--- config.mk ---
export PLATFORM = sky130hd
export DESIGN_NAME = apctl_top
export DESIGN_NICKNAME = d
export VERILOG_FILES = /design/src/rtl/apctl_pkg.sv /design/src/rtl/apctl_step.sv /design/src/rtl/apctl_top.sv
export SDC_FILE = /design/constraint.sdc
export NUM_CORES = 1
export LEC_CHECK = 0
export BUFFER_PORTS_ARGS = -buffer_cell sky130_fd_sc_hd__buf_2
export CORE_ASPECT_RATIO = 1.1
export CORE_MARGIN = 2
export CORE_UTILIZATION = 46
export CTS_CLUSTER_SIZE = 24
export DETAILED_ROUTE_END_ITERATION = 10
export HOLD_SLACK_MARGIN = 0.12
export PLACE_DENSITY = 0.89
export SETUP_SLACK_MARGIN = 0.2
export SYNTH_ARGS = -nofsm -noshare
export SYNTH_HDL_FRONTEND = slang
export SYNTH_HIERARCHICAL = 1
export SYNTH_SLANG_ARGS = --single-unit
--- constraint.sdc ---
create_clock -name SYS_CLK -period 4.9 [get_ports SYS_CLK]
set_input_delay 0.98 -clock SYS_CLK [delete_from_list [all_inputs] [get_ports SYS_CLK]]
set_output_delay 0.98 -clock SYS_CLK [all_outputs]
set_load 0.005 [all_outputs]
--- src/rtl/apctl_pkg.sv ---
// Function
// - Select register clears to zero on reset
// - Select low bits pick one of four accumulators
// - Unused select and control bits read zero
// - Control register clears on reset, stepping off
// - Modulo field: off, 2, 4, reserved as 4
// - Step selection after each operation when enabled
// - Direction bit six: zero increments, one decrements
// - Clear bit seven zeroes selection, then self-clears
// - Clear via control write beats same-cycle step
// - Register addressed by index and module specifier
package apctl_pkg;

   // Register addressing on the special-purpose register port
   localparam logic [4:0] APCTL_MODULE_SPEC = 5'h08;
   localparam logic [4:0] APCTL_IDX_SELECT  = 5'h00;
   localparam logic [4:0] APCTL_IDX_CONTROL = 5'h01;

   // Reset values
   localparam logic [7:0] APCTL_SELECT_RESET  = 8'h00;
   localparam logic [7:0] APCTL_CONTROL_RESET = 8'h00;

   // Control register field positions
   localparam int APCTL_CLEAR_BIT = 7;
   localparam int APCTL_DIR_BIT   = 6;
   localparam int APCTL_MOD_LSB   = 0;

   // Wrap modulo codes
   localparam logic [1:0] APCTL_MOD_OFF  = 2'h0;
   localparam logic [1:0] APCTL_MOD_TWO  = 2'h1;
   localparam logic [1:0] APCTL_MOD_FOUR = 2'h2;
   localparam logic [1:0] APCTL_MOD_RSVD = 2'h3;

   // Value returned for unmapped reads
   localparam logic [7:0] APCTL_UNMAPPED_DATA = 8'h00;

endpackage

--- src/rtl/apctl_step.sv ---
`timescale 1ns/1ps
module apctl_step
   import apctl_pkg::*;
(
   input  wire logic [1:0] ptr,
   input  wire logic [1:0] wrap_modulo_select,
   input  wire logic       step_direction_select,
   output logic      [1:0] next_ptr
);

   // Next pointer within the chosen modulo
   function automatic logic [1:0] step_ptr(input logic [1:0] p,
                                           input logic [1:0] m,
                                           input logic       dn);
      logic [1:0] r;
      r = p;
      case (m)
         APCTL_MOD_OFF:
            r = p;
         APCTL_MOD_TWO:
            r = {p[1], ~p[0]};
         APCTL_MOD_FOUR, APCTL_MOD_RSVD:
            // Reserved code behaves as modulo 4; 2-bit wrap is free
            r = dn ? p - 2'h1 : p + 2'h1;
         default:
            r = p;
      endcase
      return r;
   endfunction

   always_comb
   begin
      next_ptr = step_ptr(ptr, wrap_modulo_select, step_direction_select);
   end

endmodule

--- src/rtl/apctl_top.sv ---
`timescale 1ns/1ps
module apctl_top
   import apctl_pkg::*;
(
   input  wire logic       SYS_CLK,
   input  wire logic       RESET_N,
   input  wire logic       CLK_EN,
   input  wire logic [4:0] SPR_INDEX,
   input  wire logic [4:0] SPR_MODULE,
   input  wire logic       SPR_WR,
   input  wire logic       SPR_RD,
   input  wire logic [7:0] SPR_WDATA,
   input  wire logic       OP_DONE,
   output logic      [7:0] SPR_RDATA,
   output logic      [1:0] ACTIVE_ACC
);
   import apctl_pkg::*;

   typedef struct packed {
      logic [1:0] active_acc_select;
      logic [1:0] wrap_modulo_select;
      logic       step_direction_select;
      logic       pointer_clear;
      logic [7:0] rdata;
   } apctl_state_t;

   apctl_state_t st;
   apctl_state_t next_st;
   logic         mod_hit;
   logic         wr_select;
   logic         wr_control;
   logic         clear_req;
   logic         step_en;
   logic [1:0]   stepped;

   // Both registers live under one module specifier
   always_comb
   begin
      mod_hit    = (SPR_MODULE == APCTL_MODULE_SPEC);
      wr_select  = SPR_WR && mod_hit && (SPR_INDEX == APCTL_IDX_SELECT);
      wr_control = SPR_WR && mod_hit && (SPR_INDEX == APCTL_IDX_CONTROL);
      clear_req  = wr_control && SPR_WDATA[APCTL_CLEAR_BIT];
      step_en    = OP_DONE && (st.wrap_modulo_select != APCTL_MOD_OFF);
   end

   apctl_step u_step (
      .ptr                   (st.active_acc_select),
      .wrap_modulo_select    (st.wrap_modulo_select),
      .step_direction_select (st.step_direction_select),
      .next_ptr              (stepped)
   );

   // Next state: clear beats software write beats auto step
   always_comb
   begin
      next_st = st;
      // Clear bit shows for one cycle only, then drops by itself
      next_st.pointer_clear = clear_req;
      if (wr_control)
      begin
         next_st.wrap_modulo_select    = SPR_WDATA[APCTL_MOD_LSB +: 2];
         next_st.step_direction_select = SPR_WDATA[APCTL_DIR_BIT];
      end
      if (clear_req)
         next_st.active_acc_select = 2'h0;
      else if (wr_select)
         next_st.active_acc_select = SPR_WDATA[1:0];
      else if (step_en)
         next_st.active_acc_select = stepped;
      // Read data is registered so the output comes from a flop
      if (SPR_RD)
      begin
         if (mod_hit && SPR_INDEX == APCTL_IDX_SELECT)
            next_st.rdata = {6'h00, st.active_acc_select};
         else if (mod_hit && SPR_INDEX == APCTL_IDX_CONTROL)
            next_st.rdata = {st.pointer_clear,
                             st.step_direction_select,
                             4'h0, st.wrap_modulo_select};
         else
            next_st.rdata = APCTL_UNMAPPED_DATA;
      end
   end

   // Single register bank; enable low freezes everything except the synchronous reset, which is not gated by the enable
   always_ff @(posedge SYS_CLK)
   begin
      if (!RESET_N)
      begin
         st.active_acc_select     <= APCTL_SELECT_RESET[1:0];
         st.wrap_modulo_select    <= APCTL_CONTROL_RESET[1:0];
         st.step_direction_select <= APCTL_CONTROL_RESET[6];
         st.pointer_clear         <= APCTL_CONTROL_RESET[7];
         st.rdata                 <= APCTL_UNMAPPED_DATA;
      end
      else if (CLK_EN)
         st <= next_st;
   end

   assign SPR_RDATA  = st.rdata;
   assign ACTIVE_ACC = st.active_acc_select;

   // Helper terms for checks
   logic quiet_op;
   logic rd_select;
   logic rd_control;
   assign quiet_op   = CLK_EN && OP_DONE && !wr_select && !wr_control;
   assign rd_select  = CLK_EN && SPR_RD && mod_hit
                       && (SPR_INDEX == APCTL_IDX_SELECT);
   assign rd_control = CLK_EN && SPR_RD && mod_hit
                       && (SPR_INDEX == APCTL_IDX_CONTROL);
endmodule

# After elaboration in Yosys (flattened, before gate mapping)
# Index checks and enable logic that the tools add are counted.
# W data, S select, Z words.
[op_classes]
n_addsub = 2
n_mul = 0
n_div = 0
n_lt_le_gt_ge = 0
n_eq_ne = 7
n_shift = 0
n_mux = 7
bitwise = 1
reduce_logical = 16
[op_table]
columns = ["operator", "count"]
rows = [
  ["$mux W8", 2],
  ["$mux W2", 4],
  ["$logic_and A1 B1 Y1", 7],
  ["$ne A3 B3 Y1 const B", 2],
  ["$eq A5 B1 Y1 const B", 1],
  ["$eq A5 B4 Y1 const B", 1],
  ["$logic_not A5 Y1", 1],
  ["$eq A2 B2 Y1 const B", 2],
  ["$pmux W2 S2", 1],
  ["$reduce_and A2 Y1", 2],
  ["$reduce_and A4 Y1", 1],
  ["$reduce_and A3 Y1", 1],
  ["$reduce_bool A3 Y1", 1],
  ["$add A2 B1 Y2 const B", 1],
  ["$eq A2 B1 Y1 const B", 1],
  ["$logic_not A2 Y1", 1],
  ["$reduce_bool A2 Y1", 1],
  ["$reduce_or A2 Y1", 1],
  ["$sub A2 B1 Y2 const B", 1],
  ["$not A1 Y1", 1],
]
[word_totals]
regBits = 14
latch_bits = 0
ram_bits = 0
romBits = 0
in_bits = 24
output_inout_bits = 10
word_cells = 39
mem_count = 0

# Logic depth before layout (Yosys ltp)
[depth]
ltp_word = 6
mapped_depth = 5
ltp_nobuf = 5

# Hierarchy
# The synthesis kept the hierarchy.
[by_module_without_submodules]
columns = ["module", "n_inst", "cells_per_inst", "area_each_um2", "seq_area_each_um2"]
rows = [
  ["apctl_top", 1, 70, 626.9, 200.2],
  ["apctl_step", 1, 5, 33.8, 0.0],
]

# Least setup slack after synthesis
# OpenSTA, ideal clock, no wires.
[synth_timing]
kind = "input port to flip-flop"
startpoint = "input SPR_MODULE[0]"
endpoint = "register st, in the netlist ACTIVE_ACC[1]"
setup_time_ps = 87
t_arrival_ps = 2524
t_required_ps = 4813
slack_ps = 2289
path_stages = 4
n_path_buf = 0
cell_sequence = "or4b_4 -> or4_4 -> o31a_1 -> o31ai_1"
[synth_via]
elab_chain_cells = 6
elab_cells_between_ends = 11
classes_between = "3 x eq/ne; 2 x mux; 6 x reduce/logical"
[synth_rtl]
columns = ["element", "line_no", "text"]
rows = [
  ["start, declared", "apctl_top.sv:9", "input wire logic [4:0] SPR_MODULE,"],
  ["$eq A5 B4 Y1 (*)", "apctl_top.sv:39", "mod_hit = (SPR_MODULE == APCTL_MODULE_SPEC);"],
  ["$logic_and A1 B1 Y1 (*)", "apctl_top.sv:40, apctl_top.sv:41", ""],
  ["$logic_and A1 B1 Y1", "apctl_top.sv:41", "wr_control = SPR_WR && mod_hit && (SPR_INDEX == APCTL_IDX_CONTROL);"],
  ["$logic_and A1 B1 Y1", "apctl_top.sv:42", "clear_req = wr_control && SPR_WDATA[APCTL_CLEAR_BIT];"],
  ["$ne A3 B3 Y1 (no source line) or $reduce_bool A3 Y1 (tied branches)", "n/a", ""],
  ["$reduce_and A4 Y1 (no source line)", "n/a", ""],
  ["end signal, assigned", "apctl_top.sv:96", "st <= next_st;"],
  ["end, declared", "apctl_top.sv:27", "apctl_state_t st;"],
]
# Every way passes the cells marked *; elsewhere a longest branch is shown, timed or not.
# A chain may end at the register's enable or synchronous reset.

# Worst setup path in the final report
[layout_timing]
startpoint = "input SPR_INDEX[1]"
endpoint = "register st, in the netlist ACTIVE_ACC[1]"
[layout_via]
elab_chain_cells = 5
elab_cells_between_ends = 11
classes_between = "3 x eq/ne; 2 x mux; 6 x reduce/logical"
[layout_rtl]
columns = ["element", "line_no", "text"]
rows = [
  ["start, declared", "apctl_top.sv:8", "input wire logic [4:0] SPR_INDEX,"],
  ["$eq A5 B1 Y1", "n/a", ""],
  ["$logic_and A1 B1 Y1", "apctl_top.sv:41", ""],
  ["$logic_and A1 B1 Y1", "apctl_top.sv:42", ""],
  ["$ne A3 B3 Y1 (no source line) or $reduce_bool A3 Y1 (tied branches)", "n/a", ""],
  ["$reduce_and A4 Y1 (no source line)", "n/a", ""],
]
# Parallel ways exist; a longest one is shown, timed or not.

==> metrics.cfg <==
[status]
status = finished clean

[worst_setup_path]
worstSetupStartpointType = primary input
crit_fanout = 5
cp.required_ps = 5090
crit_arrival_ps = 2710
max_stage_delay_ps = 620
critPathCaptureType = register
worstPathCellList = buf_2, or4_1, or4_4, o31a_1, o31ai_1
crit_type = primary input to register
slowest_stage = or4_1

[timing]
slew_headroom = 0.601
slew_violations = 0
skew_ps = 2.72
period_needed_ps = 2520
timing.setup.tns_ps = 0
rsz0062_at_grt = false
fmax_ghz = 0.397
finalCritPeriodShare = 0.514
setup_viol = 0
hold_violations = 0
tightestPinTransition_ps = 594

[hold_path]
hold_class = register to register

[clocking]
post_cts_buffers = 0
path_clk_slew_ps = 70
postCtsHoldBufs = 0
clk_latency_ps = 270
cts.path.max_buffers = 2
cts_made_buffers = 3
ctsRootBufferMaster = clkbuf_4
cts_resized = 0
h-tree-depth = 1
cts_sinks = 10
cts_tree = yes

[yosys]
synth_top_family_by_area = simple AND/OR/NAND/NOR gates
synth_edf_count = 0
synth-main-ff-cell = dfxtp_1
synth_cells = 75
synth_xor_xnor_area_share = 0.0398
ys_seq_area_frac = 0.303
syn_avg_cell_area_sq_um = 8.81
synth_common_cells = buf_4 (10), dfxtp_1 (10), mux2i_1 (7), nor2b_1 (7), nand2_1 (4)
netlist.area_leader.share = 0.303
synth_warnings = 6
synth_area_sq_um = 661
synth_seq_cells = 10
synth-compound-area-share = 0.144
synthArstFlopShare = 0
synth_simple_gate_area_frac = 0.265
synth.area.top_cells = dfxtp_1 (30%), buf_4 (11%), mux2i_1 (11%)
synth_cell_types = 27
yosys.area.top_type = dfxtp_1
synthAdderAreaFrac = 0
synth_mux_area_frac = 0.106

[pwr]
power_density_nw_per_um2 = 227
p_seq_frac = 0.464
internal-power_mw = 0.135
ir_worst_vdd_mv = 0.173
leakage_nw = 0.331
switching_share = 0.229
p_sw_mw = 0.0401
p_comb_frac = 0.102
power_mw = 0.175
clock_power_share = 0.434

[floorplanning]
die_area_sq_um = 1760
pin_count = 34
core-area_sq_um = 1350
fp.dieW_microns = 40.1
die-height_microns = 43.7
num_rows = 14
initial_core_util = 0.490

[global_routing]
grt_overflow = 0
grt_pass1_vias = 545
grt_antenna_before_repair = 0
grt_pass1_wl_microns = 2200
grt_max_degree = 12
grt_use_total = 0.190

[route]
drtIter0Drc = 29
wl_microns = 1420
num_vias = 594
ant_nets = 0
post_drt_wl_per_cell_microns = 12.8
via_per_inst = 5.35
drc = 0
first_pass_iters = 4

[final_layout]
drive_gt1_frac = 0.337
finish.net_count = 120
n_antenna_cell = 0
syn2layout_area_growth_pct = 16.7

[flow_run]
timing.max_cap.violations = 0

[placement]
port_buffers = 25
hpwl_microns = 1120
gp_congestion = 0.746

-- registers in the layout (all words and copies together), names as in the netlist --
name,count
st,4
SPR_RDATA,4
ACTIVE_ACC,2
-- path summary, 6_finish.rpt --
check	slack [ps]	from	cells past startpoint	end
worst min-delay path	480	SPR_RDATA[6]	2	SPR_RDATA[6]
worst min register to register	480	SPR_RDATA[6]	2	SPR_RDATA[6]
worst max register to register	3670	ACTIVE_ACC[0]	5	ACTIVE_ACC[1]
worst max-delay path	2380	SPR_INDEX[1]	5	ACTIVE_ACC[1]
-- kinds of logic (layout without fill, tap and decap cells) --
family	count (synthesis)	after routing
AO/OA/AOI/OAI	12	12
flip-flops	10	10
multiplexers	7	7
AND/OR/NAND/NOR	28	28
other	1	4
buffers and inverters	14	31
XOR/XNOR	3	3
-- placed cells by master, fill, tap and decap left out, types with 2 or more instances in the layout --
cell,n
or4_1,2
o311ai_0,2
a22oi_1,3
conb_1,4
clkbuf_4,3
inv_1,2
nor2_1,3
nand3_1,2
nand2_1,4
mux2i_1,7
buf_2,25
and2_1,3
nand4_1,2
nor2b_1,7
xnor2_1,2
a21boi_0,2
o31ai_1,2
dfxtp_1,10
-- power by group through the flow --
stage | Sequential, mW | Combinational (mW) | Clock (mW)
2_1_floorplan | 0.0831 | 0.00988 | 0
3_3_place_gp | 0.0831 | 0.0168 | 0
3_5_place_dp | 0.0831 | 0.0175 | 0
4_1_cts | 0.0812 | 0.0176 | 0.0793
5_1_grt | 0.0812 | 0.0197 | 0.0820
6_report | 0.0812 | 0.0178 | 0.0759
-- area by class of cell --
type / instances / area [sq um]
Clock buffer: 4 / 36.3
Fill cell: 127 / 578
Inverter: 2 / 7.51
Multi-Input combinational cell: 54 / 382
Sequential cell: 10 / 200
Tap cell: 16 / 20.0
Timing Repair Buffer: 25 / 125
-- critical path: cells and delay by family --
kind / cells / cell delay, ps
AOI/OAI and AO/OA: 2 / 540
buffers and inverters: 1 / 90
and+or+nand+nor: 2 / 1090
-- per-layer routing --
metal  vias to the layer above  global-route usage  part of all wire
li1                        295                   -                 -
met1                       271               0.221              0.45
met2                        25               0.294              0.45
met3                         3              0.0462             0.075
met4                         0               0.131             0.022
met5                         -                   0                 0
-- through the flow --
step	hold WS, ps	cell area [sq um]	utilization	cells	worst slack [ps]
5_1_grt	513	771	0.571	111	2300
2_1_floorplan	441	672	-	78	2290
3_3_place_gp	445	734	0.545	107	2120
3_5_place_dp	480	734	0.545	107	2100
6_report	482	771	0.571	111	2380
4_1_cts	489	771	0.571	111	2390
(Power assumes the default switching activity.)
